`config.mk`:
```
export PLATFORM = sky130hd
export DESIGN_NAME = dbp_dual_byte_bidir_port
export DESIGN_NICKNAME = d
export VERILOG_FILES = /design/src/design/dbp_pkg.sv /design/src/design/dbp_dual_byte_bidir_port.sv
export SDC_FILE = /design/constraint.sdc
export NUM_CORES = 1
export LEC_CHECK = 0
export BUFFER_PORTS_ARGS = -buffer_cell sky130_fd_sc_hd__buf_2
export CAP_MARGIN = 20
export CORE_MARGIN = 2
export CORE_UTILIZATION = 54
export CTS_CLUSTER_DIAMETER = 100
export DETAILED_ROUTE_END_ITERATION = 8
export PLACE_DENSITY = 0.87
export SLEW_MARGIN = 0
export SYNTH_ARGS = -nofsm -noshare
export SYNTH_HDL_FRONTEND = slang
export SYNTH_SLANG_ARGS = --single-unit
export TNS_END_PERCENT = 20
```
`constraint.sdc`:
```
create_clock -name aclk -period 7.55 [get_ports aclk]
set_clock_uncertainty 0.2 [all_clocks]
set_input_delay 0.3775 -clock aclk [delete_from_list [all_inputs] [get_ports aclk]]
set_output_delay 0.3775 -clock aclk [all_outputs]
set_load 0.02 [all_outputs]
```
`src/design/dbp_pkg.sv`:
```
// Package with the register map, field layout and bus carriers of the dual byte port.
package dbp_pkg;
  localparam int unsigned DBP_ADDR_W = 8;
  // Register indices; the byte address on the bus is four times the index.
  localparam logic [7:0] DBP_IDX_FIRST_LATCH = 8'h00;
  localparam logic [7:0] DBP_IDX_SECOND_LATCH = 8'h01;
  localparam logic [7:0] DBP_IDX_FIRST_DIR = 8'h04;
  localparam logic [7:0] DBP_IDX_SECOND_DIR = 8'h05;
  localparam logic [7:0] DBP_IDX_CONV_SEL = 8'h08;
  localparam logic [7:0] DBP_DIR_RESET = 8'h00;
  localparam logic [4:0] DBP_CONV_CH_RESET = 5'h00;
  localparam logic DBP_CONV_ACTIVE_RESET = 1'b0;
  // Converter select register layout: channel in bits 4:0, active flag in bit 7.
  localparam int unsigned DBP_CONV_CH_LSB = 0;
  localparam int unsigned DBP_CONV_ACTIVE_BIT = 7;
  // Channels below this value land on the second port's pins.
  localparam logic [4:0] DBP_CONV_PORT_CHANNELS = 5'h08;
  localparam logic [1:0] DBP_RESP_OKAY = 2'h0;
  localparam logic [1:0] DBP_RESP_SLVERR = 2'h2;

  typedef struct packed {
    logic awvalid;
    logic [DBP_ADDR_W-1:0] awaddr;
    logic wvalid;
    logic [31:0] wdata;
    logic [3:0] wstrb;
    logic bready;
    logic arvalid;
    logic [DBP_ADDR_W-1:0] araddr;
    logic rready;
  } dbp_axil_req_t;

  typedef struct packed {
    logic awready;
    logic wready;
    logic bvalid;
    logic [1:0] bresp;
    logic arready;
    logic rvalid;
    logic [31:0] rdata;
    logic [1:0] rresp;
  } dbp_axil_rsp_t;

  typedef struct packed {
    logic [7:0] out;
    logic [7:0] oe;
  } dbp_pin_drive_t;
endpackage

```
`src/design/dbp_dual_byte_bidir_port.sv`:
```
// Two 8-bit bidirectional ports with latches and direction registers behind AXI4-Lite.
// Functional notes
// - First port is eight bits wide with one output latch bit per pin.
// - Second port is eight bits wide with one output latch bit per pin.
// - Reset leaves both port data latches untouched.
// - Reset clears both direction registers, so every pin starts as input.
// - Direction one drives the latch onto the pin; zero leaves it undriven.
// - Reading a port returns the latch for pins whose direction is one.
// - Reading a port returns the sampled pin level for pins whose direction is zero.
// - Latch writes always land, whatever the direction, without touching the sensed input.
// - Five-bit converter channel select decides which second-port pin the converter owns.
// - A converter-owned pin reads zero as input, latch value as output.
// - On converter-owned pins direction only picks the read source, not the driver.
//
// Added by the designer: register access over AXI4-Lite.
`timescale 1ns/1ps
module dbp_dual_byte_bidir_port (
  input wire logic aclk,
  input wire logic aresetn,
  input wire dbp_pkg::dbp_axil_req_t axil_req,
  output dbp_pkg::dbp_axil_rsp_t axil_rsp,
  input wire logic [7:0] first_port_pin_in,
  output dbp_pkg::dbp_pin_drive_t first_port_drive,
  input wire logic [7:0] second_port_pin_in,
  output dbp_pkg::dbp_pin_drive_t second_port_drive
);
  import dbp_pkg::*;

  // Per-bit read source; a converter-owned input bit reads zero.
  function automatic logic [7:0] port_read(input logic [7:0] latch, input logic [7:0] dir,
                                           input logic [7:0] pin, input logic [7:0] owned);
    port_read = (dir & latch) | (~dir & ~owned & pin);
  endfunction

  // Turns a byte address into a register index; misaligned addresses map nowhere.
  function automatic logic [8:0] addr_index(input logic [DBP_ADDR_W-1:0] addr);
    addr_index = {addr[1:0] != 2'h0, 2'h0, addr[DBP_ADDR_W-1:2]};
  endfunction

  // True for the register indices that the map decodes; only the write decode uses it, the read decode has its own case.
  function automatic logic reg_mapped(input logic [8:0] idx);
    case (idx)
      {1'b0, DBP_IDX_FIRST_LATCH}, {1'b0, DBP_IDX_SECOND_LATCH},
      {1'b0, DBP_IDX_FIRST_DIR}, {1'b0, DBP_IDX_SECOND_DIR},
      {1'b0, DBP_IDX_CONV_SEL}: reg_mapped = 1'b1;
      default: reg_mapped = 1'b0;
    endcase
  endfunction

  // One-hot map of the second-port pin that a converter select value claims, if any.
  function automatic logic [7:0] owned_map(input logic active, input logic [4:0] ch);
    owned_map = 8'h00;
    if (active && ch < DBP_CONV_PORT_CHANNELS) begin
      owned_map[ch[2:0]] = 1'b1;
    end
  endfunction

  // Bus state.
  logic aw_have_ff;
  logic nxt_aw_have;
  logic w_have_ff;
  logic nxt_w_have;
  logic [DBP_ADDR_W-1:0] aw_addr_ff;
  logic [DBP_ADDR_W-1:0] nxt_aw_addr;
  logic [31:0] w_data_ff;
  logic [31:0] nxt_w_data;
  logic w_strb0_ff;
  logic nxt_w_strb0;
  dbp_axil_rsp_t rsp_ff;
  dbp_axil_rsp_t nxt_rsp;

  // Register state.
  logic [7:0] first_latch_ff;
  logic [7:0] nxt_first_latch;
  logic [7:0] second_latch_ff;
  logic [7:0] nxt_second_latch;
  logic [7:0] first_dir_ff;
  logic [7:0] nxt_first_dir;
  logic [7:0] second_dir_ff;
  logic [7:0] nxt_second_dir;
  logic [4:0] conv_ch_ff;
  logic [4:0] nxt_conv_ch;
  logic conv_active_ff;
  logic nxt_conv_active;

  // Pin state.
  logic [7:0] first_sync1_ff;
  logic [7:0] nxt_first_sync1;
  logic [7:0] first_sync2_ff;
  logic [7:0] nxt_first_sync2;
  logic [7:0] second_sync1_ff;
  logic [7:0] nxt_second_sync1;
  logic [7:0] second_sync2_ff;
  logic [7:0] nxt_second_sync2;
  dbp_pin_drive_t first_drive_ff;
  dbp_pin_drive_t nxt_first_drive;
  dbp_pin_drive_t second_drive_ff;
  dbp_pin_drive_t nxt_second_drive;

  logic do_write;
  logic [8:0] wr_idx;
  logic [8:0] rd_idx;
  logic [7:0] conv_owned;
  logic [7:0] nxt_conv_owned;

  assign do_write = aw_have_ff && w_have_ff && !rsp_ff.bvalid;
  assign wr_idx = addr_index(aw_addr_ff);
  assign rd_idx = addr_index(axil_req.araddr);

  // Reads use the select value in force; the drive uses the one being written, so a newly
  // claimed pin is released at the same edge as the select register changes.
  assign conv_owned = owned_map(conv_active_ff, conv_ch_ff);
  assign nxt_conv_owned = owned_map(nxt_conv_active, nxt_conv_ch);

  // Bus next-state logic.
  always_comb begin
    nxt_aw_have = aw_have_ff;
    nxt_w_have = w_have_ff;
    nxt_aw_addr = aw_addr_ff;
    nxt_w_data = w_data_ff;
    nxt_w_strb0 = w_strb0_ff;
    nxt_rsp = rsp_ff;

    // Write address channel.
    if (rsp_ff.awready && axil_req.awvalid) begin
      nxt_aw_have = 1'b1;
      nxt_aw_addr = axil_req.awaddr;
    end

    // Write data channel.
    if (rsp_ff.wready && axil_req.wvalid) begin
      nxt_w_have = 1'b1;
      nxt_w_data = axil_req.wdata;
      nxt_w_strb0 = axil_req.wstrb[0];
    end

    // Write response channel; a new response wins over the release of the old one.
    if (rsp_ff.bvalid && axil_req.bready) begin
      nxt_rsp.bvalid = 1'b0;
    end
    if (do_write) begin
      nxt_aw_have = 1'b0;
      nxt_w_have = 1'b0;
      nxt_rsp.bvalid = 1'b1;
      if (reg_mapped(wr_idx)) begin
        nxt_rsp.bresp = DBP_RESP_OKAY;
      end else begin
        nxt_rsp.bresp = DBP_RESP_SLVERR;
      end
    end
    nxt_rsp.awready = !nxt_aw_have && !nxt_rsp.bvalid;
    nxt_rsp.wready = !nxt_w_have && !nxt_rsp.bvalid;

    // Read channels; one read is under way at a time, so arready is simply the inverse of rvalid.
    if (rsp_ff.rvalid && axil_req.rready) begin
      nxt_rsp.rvalid = 1'b0;
    end
    if (rsp_ff.arready && axil_req.arvalid) begin
      nxt_rsp.rvalid = 1'b1;
      nxt_rsp.rresp = DBP_RESP_OKAY;
      nxt_rsp.rdata = 32'h0000_0000;
      case (rd_idx)
        {1'b0, DBP_IDX_FIRST_LATCH}: begin
          nxt_rsp.rdata[7:0] = port_read(first_latch_ff, first_dir_ff, first_sync2_ff, 8'h00);
        end
        {1'b0, DBP_IDX_SECOND_LATCH}: begin
          nxt_rsp.rdata[7:0] = port_read(second_latch_ff, second_dir_ff, second_sync2_ff,
                                         conv_owned);
        end
        {1'b0, DBP_IDX_FIRST_DIR}: nxt_rsp.rdata[7:0] = first_dir_ff;
        {1'b0, DBP_IDX_SECOND_DIR}: nxt_rsp.rdata[7:0] = second_dir_ff;
        {1'b0, DBP_IDX_CONV_SEL}: begin
          nxt_rsp.rdata[DBP_CONV_CH_LSB +: 5] = conv_ch_ff;
          nxt_rsp.rdata[DBP_CONV_ACTIVE_BIT] = conv_active_ff;
        end
        default: nxt_rsp.rresp = DBP_RESP_SLVERR;
      endcase
    end
    nxt_rsp.arready = !nxt_rsp.rvalid;
  end

  always_ff @(posedge aclk) begin
    if (!aresetn) begin
      aw_have_ff <= 1'b0;
      w_have_ff <= 1'b0;
      aw_addr_ff <= '0;
      w_data_ff <= 32'h0000_0000;
      w_strb0_ff <= 1'b0;
      rsp_ff <= '0;
    end else begin
      aw_have_ff <= nxt_aw_have;
      w_have_ff <= nxt_w_have;
      aw_addr_ff <= nxt_aw_addr;
      w_data_ff <= nxt_w_data;
      w_strb0_ff <= nxt_w_strb0;
      rsp_ff <= nxt_rsp;
    end
  end

  // Register next-state logic; only byte lane 0 carries data.
  always_comb begin
    nxt_first_latch = first_latch_ff;
    nxt_second_latch = second_latch_ff;
    nxt_first_dir = first_dir_ff;
    nxt_second_dir = second_dir_ff;
    nxt_conv_ch = conv_ch_ff;
    nxt_conv_active = conv_active_ff;
    if (do_write && w_strb0_ff) begin
      case (wr_idx)
        {1'b0, DBP_IDX_FIRST_LATCH}: nxt_first_latch = w_data_ff[7:0];
        {1'b0, DBP_IDX_SECOND_LATCH}: nxt_second_latch = w_data_ff[7:0];
        {1'b0, DBP_IDX_FIRST_DIR}: nxt_first_dir = w_data_ff[7:0];
        {1'b0, DBP_IDX_SECOND_DIR}: nxt_second_dir = w_data_ff[7:0];
        {1'b0, DBP_IDX_CONV_SEL}: begin
          nxt_conv_ch = w_data_ff[DBP_CONV_CH_LSB +: 5];
          nxt_conv_active = w_data_ff[DBP_CONV_ACTIVE_BIT];
        end
        default: nxt_conv_ch = conv_ch_ff;
      endcase
    end
  end

  // The data latches keep their contents across reset, so they sit outside the reset branch.
  always_ff @(posedge aclk) begin
    first_latch_ff <= nxt_first_latch;
    second_latch_ff <= nxt_second_latch;
  end

  always_ff @(posedge aclk) begin
    if (!aresetn) begin
      first_dir_ff <= DBP_DIR_RESET;
      second_dir_ff <= DBP_DIR_RESET;
    end else begin
      first_dir_ff <= nxt_first_dir;
      second_dir_ff <= nxt_second_dir;
    end
  end

  always_ff @(posedge aclk) begin
    if (!aresetn) begin
      conv_ch_ff <= DBP_CONV_CH_RESET;
      conv_active_ff <= DBP_CONV_ACTIVE_RESET;
    end else begin
      conv_ch_ff <= nxt_conv_ch;
      conv_active_ff <= nxt_conv_active;
    end
  end

  // Pin drive: a converter-owned pin is released no matter what its direction bit says.
  always_comb begin
    nxt_first_drive.out = nxt_first_latch;
    nxt_first_drive.oe = nxt_first_dir;
    nxt_second_drive.out = nxt_second_latch;
    nxt_second_drive.oe = nxt_second_dir & ~nxt_conv_owned;
  end

  // Pins are asynchronous to aclk; the first stage feeds only the second.
  always_comb begin
    nxt_first_sync1 = first_port_pin_in;
    nxt_first_sync2 = first_sync1_ff;
    nxt_second_sync1 = second_port_pin_in;
    nxt_second_sync2 = second_sync1_ff;
  end

  always_ff @(posedge aclk) begin
    first_sync1_ff <= nxt_first_sync1;
    first_sync2_ff <= nxt_first_sync2;
    second_sync1_ff <= nxt_second_sync1;
    second_sync2_ff <= nxt_second_sync2;
  end

  // Loading the drive from the nxt_ values updates the pin in the same cycle as the registers,
  // so the pin is never one cycle behind the register.
  // The driven value is kept through reset like the latch; only the enables are cleared.
  always_ff @(posedge aclk) begin
    if (!aresetn) begin
      first_drive_ff.oe <= 8'h00;
      first_drive_ff.out <= nxt_first_drive.out;
    end else begin
      first_drive_ff <= nxt_first_drive;
    end
  end

  always_ff @(posedge aclk) begin
    if (!aresetn) begin
      second_drive_ff.oe <= 8'h00;
      second_drive_ff.out <= nxt_second_drive.out;
    end else begin
      second_drive_ff <= nxt_second_drive;
    end
  end

  assign axil_rsp = rsp_ff;
  assign first_port_drive = first_drive_ff;
  assign second_port_drive = second_drive_ff;
endmodule

```
==> metrics.txt, run 1 <==
# TYPE chip_impl_metric gauge
chip_impl_info{name="outcome",value="complete, no violations"} 1
chip_impl_metric{name="largest_net_degree_at_the_start_of_global_routing",unit=""} 67
chip_impl_metric{name="cts_max_level",unit=""} 3
chip_impl_metric{name="syn-cell-area",unit="mm^2"} 0.00452
chip_impl_info{name="grt-busiest-layer",value="met2"} 1
chip_impl_info{name="cts.root.buffer_cell",value="clkbuf_8"} 1
chip_impl_info{name="critPathLaunchType",value="flip-flop"} 1
chip_impl_metric{name="ys_seq_area_frac",unit=""} 0.531
chip_impl_info{name="critical_path.startpoint",value="aw_addr_ff[2]"} 1
chip_impl_metric{name="p_total",unit="uW"} 1090
chip_impl_metric{name="layout_net_count",unit=""} 599
chip_impl_metric{name="via_per_inst",unit=""} 5.41
chip_impl_metric{name="synth.yosys.warnings",unit=""} 0
chip_impl_metric{name="yosys_reg_bits",unit=""} 112
chip_impl_metric{name="finalSetupViolations",unit=""} 0
chip_impl_metric{name="postPlaceCellArea",unit="mm^2"} 0.00490
chip_impl_metric{name="layout_stage_area_growth_over_the_synthesis_result",unit="%"} 16.6
chip_impl_metric{name="ant_nets",unit=""} 0
chip_impl_metric{name="wl",unit="mm"} 9.64
chip_impl_metric{name="global_route_wire_length_before_repair",unit="mm"} 15.4
chip_impl_metric{name="boundaryPins",unit=""} 148
chip_impl_metric{name="p_leak",unit="uW"} 0.00217
chip_impl_metric{name="finalHoldViolCount",unit=""} 0
chip_impl_info{name="setup_repair_after_global_routing_missed_its_margin",value="no"} 1
chip_impl_metric{name="critPathRequiredTime",unit="ps"} 7640
chip_impl_metric{name="detailedRoute.firstPassIterationCount",unit=""} 4
chip_impl_metric{name="floorplan.die_area",unit="mm^2"} 0.00912
chip_impl_info{name="yosys_most_used_dff",value="dfxtp_1"} 1
chip_impl_metric{name="number_of_max_capacitance_violations_reported",unit=""} 0
chip_impl_metric{name="clock_buffer_count_from_cts",unit=""} 9
chip_impl_metric{name="synthCells",unit=""} 426
chip_impl_metric{name="grt_use_met1",unit=""} 0.298
chip_impl_metric{name="grt_antenna_before_repair",unit=""} 0
chip_impl_metric{name="tritoncts_num_sinks",unit=""} 112
chip_impl_info{name="end_kind",value="flip-flop"} 1
chip_impl_metric{name="placement.io_buffers",unit=""} 94
chip_impl_metric{name="vdd_drop_max",unit="uV"} 88.0
chip_impl_metric{name="cts-resized-gates",unit=""} 0
chip_impl_metric{name="met2_capacity_usage_during_global_routing",unit=""} 0.340
chip_impl_metric{name="num_antenna_cells",unit=""} 0
chip_impl_metric{name="route.vias.total",unit=""} 3433
chip_impl_info{name="worst_r2r_endpoint",value="second_port_drive[4]"} 1
chip_impl_metric{name="clk_pin_slew",unit="ps"} 100
chip_impl_metric{name="max_slew_margin",unit=""} 0.334
chip_impl_metric{name="layout-drive-gt1-share",unit=""} 0.248
chip_impl_metric{name="drt_first_iter_violations",unit=""} 209
chip_impl_info{name="synth_area_leaders",value="dfxtp_1, edfxtp_1, mux2i_1, buf_4, nand2_1"} 1
chip_impl_metric{name="timing.reg2reg.setup_slack",unit="ps"} 4980
chip_impl_metric{name="r2r_cells",unit=""} 4
chip_impl_metric{name="syn-mean-instance-area",unit="um^2"} 10.6
chip_impl_info{name="path_class",value="flip-flop to flip-flop"} 1
chip_impl_info{name="type_of_the_worst_min_delay_path",value="input pin to flip-flop"} 1
chip_impl_metric{name="floorplan.rows",unit=""} 33
chip_impl_metric{name="grt_remaining_overflow",unit=""} 0
chip_impl_info{name="hold_end",value="w_data_ff[0]"} 1
chip_impl_metric{name="yosysTopAreaCellShare",unit=""} 0.425
chip_impl_metric{name="critPathMaxFanout",unit=""} 22
chip_impl_metric{name="worst_hold_path.num_cells",unit=""} 3
chip_impl_metric{name="power.density_cell_area",unit="mW/mm^2"} 207
chip_impl_metric{name="synth.distinct_cells",unit=""} 62
chip_impl_metric{name="timing_max_transition_violations_final",unit=""} 0
chip_impl_metric{name="hpwlAfterDp",unit="mm"} 6.82
chip_impl_metric{name="stdcell_area",unit="mm^2"} 0.00527
chip_impl_metric{name="first_global_vias",unit=""} 3145
chip_impl_metric{name="die_y",unit="um"} 95.5
chip_impl_metric{name="groute.layer.met3.usage",unit=""} 0.0474
chip_impl_info{name="timing.rr.start",value="aw_addr_ff[2]"} 1
chip_impl_info{name="cts_tree",value="done"} 1
chip_impl_info{name="min_from",value="axil_req[15]"} 1
chip_impl_metric{name="setup_total_negative_slack",unit="ps"} 0
chip_impl_metric{name="remaining_drc_errors",unit=""} 0
chip_impl_metric{name="max_slew.worst_pin.slew",unit="ps"} 999
chip_impl_metric{name="post-route-period-util",unit=""} 0.340
chip_impl_metric{name="clock_tree.buffer_depth",unit=""} 2
chip_impl_metric{name="critPathArrivalTime",unit="ps"} 2650
chip_impl_metric{name="timing.fmax",unit="MHz"} 390
chip_impl_metric{name="synthArstFlopShare",unit=""} 0
chip_impl_metric{name="clock_latency_of_the_later_clocked_register_in_the_worst_skew_pair",unit="ps"} 370
chip_impl_metric{name="place.gp.congestion",unit=""} 0.905
chip_impl_metric{name="grtUsageTotal",unit=""} 0.220
chip_impl_metric{name="fin_worst_hold_slack",unit="ps"} 53.7
chip_impl_metric{name="period_minus_ws_final",unit="ps"} 2570
chip_impl_metric{name="wl_per_cell",unit="um"} 15.2
chip_impl_metric{name="number_of_enable_flip_flop_cells_after_synthesis",unit=""} 16
chip_impl_metric{name="initial_utilization",unit=""} 0.553
chip_impl_info{name="synth_area_leader_cell",value="dfxtp_1"} 1
chip_impl_metric{name="core_region_area",unit="mm^2"} 0.00818
chip_impl_metric{name="chipWidth",unit="um"} 95.5
==> worst max path at each step <==
stage | end | slack, ps | cells past startpoint
after floorplan | second_port_drive[10] | 5130 | 3
after global placement | second_port_drive[7] | 5060 | 4
after detailed placement | second_port_drive[3] | 5050 | 4
after CTS | second_port_drive[3] | 4980 | 4
after global routing | second_port_drive[4] | 4800 | 4
final | second_port_drive[4] | 4980 | 4
==> stage by stage <==
| step | setup WS [ps] | cells | util |
|---|---|---|---|
| 2_1_floorplan | 5130 | 451 | - |
| 3_3_place_gp | 5060 | 602 | 0.599 |
| 3_5_place_dp | 5050 | 602 | 0.599 |
| 4_1_cts | 4980 | 634 | 0.645 |
| 5_1_grt | 4800 | 634 | 0.645 |
| 6_report | 4980 | 634 | 0.645 |
==> layout make-up <==
cell class | count | area [um^2]
clock buffer | 10 | 149
clock inverter | 6 | 65.1
fill | 655 | 2900
inverter | 1 | 3.75
multi-input combinational | 289 | 1880
sequential | 112 | 2400
tap | 105 | 131
timing repair buffer | 111 | 638
==> registers in the layout, indices dropped and copies added (netlist names) <==
register,count
first_port_drive,16
second_port_drive,16
axil_rsp,15
aw_addr_ff,8
first_sync1_ff,8
first_sync2_ff,8
nxt_second_sync2,8
second_dir_ff,8
second_sync2_ff,8
w_data_ff,8
conv_ch_ff,5
aw_have_ff,1
conv_active_ff,1
w_have_ff,1
w_strb0_ff,1
==> kinds of logic (layout without fill, tap and decap cells) <==
| group | Yosys count | after routing | synth area share |
|---|---|---|---|
| AO/OA/AOI/OAI | 97 | 97 | 0.153 |
| buffers and inverters | 50 | 128 | 0.0731 |
| flip-flops | 112 | 112 | 0.531 |
| multiplexers | 33 | 33 | 0.0745 |
| other | 1 | 26 | 0.000830 |
| AND/OR/NAND/NOR | 133 | 133 | 0.167 |
==> repair_timing <==
action / CTS / global route
endpoints found under the hold margin: 16 / 0
hold buffers: 16 / 0
setup buffers: 0 / 0
==> synth_stat cells, drive strengths merged (2+ instances only) <==
library cell,n
and2,3
or3,2
or4,4
a21oi,8
a221oi,5
o211ai,2
or2b,2
o2bb2ai,6
nand2b,7
o311ai,3
and3,2
a31o,2
a22oi,2
nor2b,19
nand4,4
nand3b,2
nand3,11
o21ai,22
edfxtp,16
nor3,5
o21a,3
mux2,5
o31a,5
clkbuf,15
buf,32
dfxtp,96
o2111ai,2
and3b,2
nand2,51
nor2,7
mux2i,28
nor3b,2
a21boi,25
nor4b,2
a21o,4
a22o,5
and2b,2
nor4,2
==> power breakdown <==
group	total [uW]	internal, uW	leakage (uW)	switching [uW]
clock	371	174	0.000108	197
sequential	635	622	0.000924	13.1
combinational	84.1	34.2	0.00114	49.9
total	1090	830	0.00217	260
==> routing by layer <==
metal  part of all wire  vias up
li1                   -     1663
met1               0.43     1597
met2               0.46      155
met3              0.092       18
met4              0.019        0
met5                  0        -
==> layout by cell type (no fill, tap or decap), types with 4 or more instances in the layout <==
cell type and count:
nand4_1 4, o2bb2ai_1 6, conb_1 26, a21boi_1 6, a21oi_1 8, edfxtp_1 16
mux2i_1 28, o31a_1 5, nor2_1 6, o21ai_0 22, mux2_2 5, nand3_1 11
a21boi_0 19, nand2_1 51, nor2b_1 19, nand2b_1 7, dfxtp_1 96, a221oi_1 5
a22o_1 5, dlygate4sd3_1 16, clkbuf_8 9, buf_2 94
==> worst max-delay path, cell delays in order (launching register included) <==
cell and delay (ps):
dfxtp_1 360, nor3b_1 410, nand4_1 850, a21o_2 480, a21boi_1 190
Power figures use the tool's default switching activity.
==> inputs of run 2 (changes only) <==
--- a/config.mk
+++ b/config.mk
@@ -8,10 +8,10 @@
 export BUFFER_PORTS_ARGS = -buffer_cell sky130_fd_sc_hd__buf_2
 export CAP_MARGIN = 20
 export CORE_MARGIN = 2
-export CORE_UTILIZATION = 54
+export CORE_UTILIZATION = 50
 export CTS_CLUSTER_DIAMETER = 100
 export DETAILED_ROUTE_END_ITERATION = 8
-export PLACE_DENSITY = 0.87
+export PLACE_DENSITY = 0.82
 export SLEW_MARGIN = 0
 export SYNTH_ARGS = -nofsm -noshare
 export SYNTH_HDL_FRONTEND = slang
==> constraint.sdc (replaced) <==
create_clock -name aclk -period 2.4 [get_ports aclk]
set_clock_uncertainty 0.2 [all_clocks]
set_input_delay 0.12 -clock aclk [delete_from_list [all_inputs] [get_ports aclk]]
set_output_delay 0.12 -clock aclk [all_outputs]
set_load 0.02 [all_outputs]
==> run 2 against run 1 <==
Die area up 7.7%. Non-clock buffer count rose by 39. Setup slack worse by 4700 ps. Combinational power grew to 3.7 times the previous value. Worst hold slack better by 13 ps. Core utilization down 0.24 points. Register-to-register slack got worse by 4700 ps. Via count grew 4.1%. Critical path depth stayed put. Global-route usage down 0.32 points. Critical endpoint is now second_port_drive[14].
==> metrics.txt, run 2 (synthesized netlist as in run 1, its figures left out) <==
# TYPE chip_impl_metric gauge
chip_impl_info{name="outcome",value="complete, no violations"} 1
chip_impl_metric{name="finalHoldViolCount",unit=""} 0
chip_impl_metric{name="cts_max_level",unit=""} 3
chip_impl_info{name="timing.rr.start",value="aw_addr_ff[7]"} 1
chip_impl_metric{name="critPathMaxFanout",unit=""} 8
chip_impl_metric{name="timing.fmax",unit="MHz"} 468
chip_impl_metric{name="num_antenna_cells",unit=""} 0
chip_impl_metric{name="p_comb_frac",unit=""} 0.090
chip_impl_metric{name="max_slew_margin",unit=""} 0.497
chip_impl_metric{name="place.gp.congestion",unit=""} 0.865
chip_impl_metric{name="max_incr_delay_on_cp",unit="ps"} 560
chip_impl_info{name="setup_repair_after_global_routing_missed_its_margin",value="no"} 1
chip_impl_metric{name="wl",unit="mm"} 10.4
chip_impl_metric{name="critPathRequiredTime",unit="ps"} 2270
chip_impl_metric{name="floorplan.die_area",unit="mm^2"} 0.00982
chip_impl_metric{name="critPathArrivalTime",unit="ps"} 2010
chip_impl_metric{name="layout-drive-gt1-share",unit=""} 0.243
chip_impl_metric{name="core_region_area",unit="mm^2"} 0.00876
chip_impl_metric{name="chipWidth",unit="um"} 99.1
chip_impl_info{name="leading_cell_type_in_the_layout_fill_and_taps_excluded",value="dfxtp_1"} 1
chip_impl_metric{name="p_total",unit="uW"} 3430
chip_impl_metric{name="global_route_wire_length_before_repair",unit="mm"} 16.9
chip_impl_info{name="path_class",value="flip-flop to flip-flop"} 1
chip_impl_metric{name="r2r_cells",unit=""} 4
chip_impl_metric{name="initial_utilization",unit=""} 0.516
chip_impl_metric{name="layout_stage_area_growth_over_the_synthesis_result",unit="%"} 24.5
chip_impl_metric{name="sequential_power_share",unit=""} 0.583
chip_impl_metric{name="power.density_cell_area",unit="mW/mm^2"} 609
chip_impl_metric{name="clock_tree.buffer_depth",unit=""} 2
chip_impl_metric{name="grt_antenna_before_repair",unit=""} 0
chip_impl_metric{name="route.met3.wl",unit="um"} 824
chip_impl_info{name="end_kind",value="flip-flop"} 1
chip_impl_metric{name="vdd_drop_max",unit="uV"} 341
chip_impl_metric{name="wl_per_cell",unit="um"} 15.4
chip_impl_info{name="worst_r2r_endpoint",value="second_port_drive[14]"} 1
chip_impl_metric{name="ant_nets",unit=""} 0
chip_impl_metric{name="boundaryPins",unit=""} 148
chip_impl_info{name="worst_path_dominant_cell_family",value="simple AND/OR/NAND/NOR gates"} 1
chip_impl_metric{name="post-route-util",unit=""} 0.642
chip_impl_metric{name="met1Wirelength",unit="mm"} 4.44
chip_impl_info{name="route.top_layer_used",value="met4"} 1
chip_impl_metric{name="max_slew.worst_pin.slew",unit="ps"} 744
chip_impl_metric{name="period_minus_ws_final",unit="ps"} 2140
chip_impl_info{name="cts_tree",value="done"} 1
chip_impl_metric{name="power.share.switching",unit=""} 0.243
chip_impl_metric{name="fin_worst_hold_slack",unit="ps"} 66.8
chip_impl_info{name="hold_end",value="axil_rsp[8]"} 1
chip_impl_metric{name="post-cts-setup-buffer-count",unit=""} 0
chip_impl_info{name="type_of_the_worst_min_delay_path",value="input pin to flip-flop"} 1
chip_impl_metric{name="grt_remaining_overflow",unit=""} 0
chip_impl_metric{name="die_y",unit="um"} 99.1
chip_impl_metric{name="grtUsageTotal",unit=""} 0.217
chip_impl_info{name="cp_slowest_cell",value="or4_4"} 1
chip_impl_metric{name="internal_power",unit="uW"} 2590
chip_impl_metric{name="largest_net_degree_at_the_start_of_global_routing",unit=""} 41
chip_impl_metric{name="via_per_inst",unit=""} 5.29
chip_impl_metric{name="floorplan.rows",unit=""} 34
chip_impl_metric{name="cts_hold_buffers",unit=""} 47
chip_impl_info{name="crit_chain",value="or4_4, or3_1, nor3_2, buf_4"} 1
chip_impl_info{name="min_from",value="axil_req[3]"} 1
chip_impl_metric{name="net-switching-power",unit="uW"} 834
chip_impl_metric{name="critical_path_buf_inv_count",unit=""} 1
chip_impl_metric{name="layout_net_count",unit=""} 638
chip_impl_metric{name="clk_pin_slew",unit="ps"} 100
chip_impl_metric{name="detailedRoute.firstPassIterationCount",unit=""} 5
chip_impl_metric{name="post-route-period-util",unit=""} 0.890
chip_impl_metric{name="clock_latency_of_the_later_clocked_register_in_the_worst_skew_pair",unit="ps"} 370
chip_impl_metric{name="remaining_drc_errors",unit=""} 0
chip_impl_metric{name="power.share.clock",unit=""} 0.327
chip_impl_metric{name="drt_first_iter_violations",unit=""} 186
chip_impl_metric{name="p_leak",unit="uW"} 0.00231
chip_impl_metric{name="worst_hold_path.num_cells",unit=""} 5
chip_impl_metric{name="dr_wl_met2",unit="mm"} 4.96
chip_impl_metric{name="setup_total_negative_slack",unit="ps"} 0
chip_impl_metric{name="clock_buffer_count_from_cts",unit=""} 9
chip_impl_metric{name="critical_path_depth",unit=""} 4
chip_impl_metric{name="placement.io_buffers",unit=""} 94
chip_impl_metric{name="hpwlAfterDp",unit="mm"} 7.18
chip_impl_metric{name="tritoncts_num_sinks",unit=""} 112
chip_impl_metric{name="number_of_max_capacitance_violations_reported",unit=""} 0
chip_impl_metric{name="timing.reg2reg.setup_slack",unit="ps"} 260
chip_impl_metric{name="first_global_vias",unit=""} 3465
chip_impl_metric{name="route.vias.total",unit=""} 3573
chip_impl_metric{name="cts-resized-gates",unit=""} 0
chip_impl_info{name="most-common-layout-cells",value="dfxtp_1, buf_2, nand2_1"} 1
chip_impl_info{name="critPathLaunchType",value="flip-flop"} 1
chip_impl_metric{name="timing_max_transition_violations_final",unit=""} 0
chip_impl_info{name="cts.root.buffer_cell",value="clkbuf_8"} 1
chip_impl_metric{name="finalSetupViolations",unit=""} 0
[run 2: how the worst max path moves through the flow]
stage	start	endpoint	slack [ps]
detailed placement	aw_addr_ff[7]	second_port_drive[15]	280
floorplan	aw_addr_ff[7]	second_port_drive[10]	210
finish	aw_addr_ff[7]	second_port_drive[14]	260
CTS	aw_addr_ff[7]	second_port_drive[14]	260
global placement	aw_addr_ff[7]	second_port_drive[15]	320
global route	aw_addr_ff[7]	second_port_drive[7]	130
[run 2: per-layer routing]
layer,up-vias,GRT usage
li1,1738,-
met3,23,0.0617
met4,0,0.0875
met5,-,0
met1,1667,0.270
met2,145,0.356
[run 2: power groups by stage]
stage                     sequential (uW)  clock, uW  combinational, uW
after floorplan                      2040          0                193
after global placement               2040          0                243
after detailed placement             2040          0                248
after CTS                            2000       1140                307
after global routing                 2010       1200                341
final                                2000       1120                310
[run 2: stage by stage]
stage	setup slack [ps]	cell area [um^2]	std cells
floorplan	214	4620	451
global placement	315	4970	613
detailed placement	285	4970	613
CTS	263	5630	676
global route	127	5630	676
finish	264	5630	676
[run 2: area by class of cell]
class	instances	area, um^2
fillers	714	3130
clock inverters	5	61.3
well taps	108	135
inverters	1	3.75
repair buffers	150	1010
flip-flops and latches	112	2400
multi-input cells	289	1890
clock buffers	11	131
[run 2: tightest hold or removal path, stage by stage]
cell      delay (ps)
buf_2            150
nand2b_1          80
nor4_1            60
nand4_1           90
o211ai_1          90
==> inputs of run 3 (changes only) <==
--- a/config.mk
+++ b/config.mk
@@ -12,6 +12,7 @@
 export CTS_CLUSTER_DIAMETER = 100
 export DETAILED_ROUTE_END_ITERATION = 8
 export PLACE_DENSITY = 0.82
+export REMOVE_ABC_BUFFERS = 1
 export SLEW_MARGIN = 0
 export SYNTH_ARGS = -nofsm -noshare
 export SYNTH_HDL_FRONTEND = slang
==> run 3 against run 2 <==
Maximum frequency decreased by 2.3%. Die area unchanged. Highest routed layer unchanged. Sequential share of layout area increased by 0.11 points. Count of clock-buffer cells in the layout increased by 2. Critical path type unchanged. Final area decreased by 0.27%. Register-to-register slack got worse by 50 ps. Critical path depth unchanged. Via count increased by 2.6%.
==> metrics.txt, run 3 (synthesized netlist as in run 1, its figures left out) <==
# TYPE chip_impl_metric gauge
chip_impl_metric{name="chipWidth",unit="um"} 99.1
chip_impl_metric{name="period_minus_ws_final",unit="ps"} 2190
chip_impl_metric{name="timing_max_transition_violations_final",unit=""} 0
chip_impl_metric{name="critPathArrivalTime",unit="ps"} 2060
chip_impl_metric{name="power.density_cell_area",unit="mW/mm^2"} 601
chip_impl_metric{name="route.vias.total",unit=""} 3665
chip_impl_metric{name="clock_tree.buffer_depth",unit=""} 2
chip_impl_metric{name="grtUsageTotal",unit=""} 0.219
chip_impl_metric{name="first_global_vias",unit=""} 3519
chip_impl_metric{name="clock_buffer_count_from_cts",unit=""} 9
chip_impl_info{name="setup_repair_after_global_routing_missed_its_margin",value="no"} 1
chip_impl_metric{name="number_of_max_capacitance_violations_reported",unit=""} 0
chip_impl_info{name="leading_cell_type_in_the_layout_fill_and_taps_excluded",value="dfxtp_1"} 1
chip_impl_metric{name="timing.reg2reg.setup_slack",unit="ps"} 210
chip_impl_metric{name="finalHoldViolCount",unit=""} 0
chip_impl_metric{name="post-route-period-util",unit=""} 0.911
chip_impl_info{name="cp_slowest_cell",value="or4_4"} 1
chip_impl_metric{name="die_y",unit="um"} 99.1
chip_impl_metric{name="boundaryPins",unit=""} 148
chip_impl_metric{name="layout_stage_area_growth_over_the_synthesis_result",unit="%"} 24.2
chip_impl_metric{name="layout_net_count",unit=""} 636
chip_impl_metric{name="final.fill_count",unit=""} 684
chip_impl_metric{name="vdd_drop_max",unit="uV"} 266
chip_impl_metric{name="pre_cts_ws",unit="ps"} 216
chip_impl_metric{name="tritoncts_num_sinks",unit=""} 112
chip_impl_metric{name="hpwlAfterDp",unit="mm"} 7.17
chip_impl_metric{name="grt_remaining_overflow",unit=""} 0
chip_impl_info{name="timing.rr.start",value="aw_addr_ff[7]"} 1
chip_impl_metric{name="clk_pin_slew",unit="ps"} 100
chip_impl_metric{name="grt_antenna_before_repair",unit=""} 0
chip_impl_info{name="outcome",value="complete, no violations"} 1
chip_impl_info{name="hold_end",value="axil_rsp[40]"} 1
chip_impl_metric{name="cts-resized-gates",unit=""} 0
chip_impl_metric{name="clock_latency_of_the_later_clocked_register_in_the_worst_skew_pair",unit="ps"} 370
chip_impl_metric{name="post-route-util",unit=""} 0.641
chip_impl_info{name="path_class",value="flip-flop to flip-flop"} 1
chip_impl_metric{name="r2r_cells",unit=""} 4
chip_impl_metric{name="floorplan.die_area",unit="mm^2"} 0.00982
chip_impl_metric{name="drt_first_iter_violations",unit=""} 203
chip_impl_info{name="type_of_the_worst_min_delay_path",value="input pin to flip-flop"} 1
chip_impl_metric{name="max_incr_delay_on_cp",unit="ps"} 550
chip_impl_metric{name="critPathRequiredTime",unit="ps"} 2280
chip_impl_metric{name="remaining_drc_errors",unit=""} 0
chip_impl_metric{name="worst_hold_path.num_cells",unit=""} 4
chip_impl_info{name="worst_r2r_endpoint",value="second_port_drive[15]"} 1
chip_impl_metric{name="timing.fmax",unit="MHz"} 457
chip_impl_metric{name="global_route_wire_length_before_repair",unit="mm"} 17.1
chip_impl_metric{name="floorplan.rows",unit=""} 34
chip_impl_info{name="worst_path_dominant_cell_family",value="simple AND/OR/NAND/NOR gates"} 1
chip_impl_metric{name="placement.io_buffers",unit=""} 94
chip_impl_metric{name="initial_utilization",unit=""} 0.516
chip_impl_metric{name="detailedRoute.firstPassIterationCount",unit=""} 4
chip_impl_metric{name="via_per_inst",unit=""} 5.44
chip_impl_info{name="cts.root.buffer_cell",value="clkbuf_8"} 1
chip_impl_metric{name="place.gp.congestion",unit=""} 0.936
chip_impl_metric{name="ant_nets",unit=""} 0
chip_impl_metric{name="finalSetupViolations",unit=""} 0
chip_impl_metric{name="largest_net_degree_at_the_start_of_global_routing",unit=""} 67
chip_impl_metric{name="setup_slack",unit="ps"} 214
chip_impl_metric{name="max_slew.worst_pin.slew",unit="ps"} 735
chip_impl_metric{name="num_antenna_cells",unit=""} 0
chip_impl_info{name="critPathLaunchType",value="flip-flop"} 1
chip_impl_metric{name="wl_per_cell",unit="um"} 15.9
chip_impl_metric{name="cts_max_level",unit=""} 3
chip_impl_info{name="cts_tree",value="done"} 1
chip_impl_metric{name="p_leak",unit="uW"} 0.00230
chip_impl_info{name="most-common-layout-cells",value="dfxtp_1, buf_2, nand2_1"} 1
chip_impl_metric{name="core_region_area",unit="mm^2"} 0.00876
chip_impl_metric{name="critPathMaxFanout",unit=""} 8
chip_impl_info{name="end_kind",value="flip-flop"} 1
chip_impl_metric{name="layout-drive-gt1-share",unit=""} 0.237
chip_impl_metric{name="critical_path_buf_inv_count",unit=""} 1
chip_impl_metric{name="wl",unit="mm"} 10.7
chip_impl_info{name="crit_chain",value="or4_4, or3_1, nor3_1, buf_4"} 1
chip_impl_info{name="min_from",value="aresetn"} 1
chip_impl_metric{name="max_slew_margin",unit=""} 0.503
-- run 3: cell type report --
type | count | area [um^2] | share of cell area
timing repair buffer | 148 | 1010 | 0.179
inverter | 1 | 3.75 | 0.000669
clock inverter | 3 | 25.0 | 0.00446
clock buffer | 13 | 160 | 0.0285
tap | 108 | 135 | 0.0241
sequential | 112 | 2400 | 0.428
multi-input combinational | 289 | 1880 | 0.335
-- run 3: timing repair --
item / CTS / global route
buffers inserted: 0 / 0
hold buffers: 47 / 0
endpoints found under the setup margin: 0 / 0
endpoints found under the hold margin: 44 / 0
-- run 3: power breakdown --
| group | leakage, uW | internal, uW | switching [uW] |
|---|---|---|---|
| Sequential | 0.000924 | 1960 | 41.6 |
| Clock | 0.0000894 | 449 | 615 |
| Combinational | 0.00128 | 143 | 170 |
-- run 3: metal layers --
metal,up-vias,wire [um],GRT usage
met2,167,5200,0.372
met3,25,762,0.0511
met1,1737,4450,0.269
li1,1736,-,-
met5,-,0,0
met4,0,276,0.0875
-- run 3: through the flow --
step	cell area, um^2	instances	hold WS [ps]	power, uW	setup TNS [ps]
after floorplan	4290	402	-52.3	2180	-134
after global placement	4960	611	22.4	2280	0
after detailed placement	4960	611	23.6	2290	0
after CTS	5610	674	31.7	3390	0
after global routing	5610	674	42.3	3500	0
final	5610	674	40.3	3380	0
-- run 3: worst register-to-register path, delay by kind of cell, from the launching register on --
family / cells / cell delay (ps)
buf+inv: 1 / 240
flops: 1 / 340
simple gates: 3 / 1110
-- run 3: worst max path at each step --
stage,endpoint,slack (ps),from,cells after the start
floorplan,second_port_drive[10],-20,aw_addr_ff[7],3
global placement,second_port_drive[8],280,aw_addr_ff[7],4
detailed placement,second_port_drive[8],220,aw_addr_ff[7],4
CTS,second_port_drive[10],200,aw_addr_ff[7],4
global route,second_port_drive[15],130,aw_addr_ff[7],4
finish,second_port_drive[15],210,aw_addr_ff[7],4
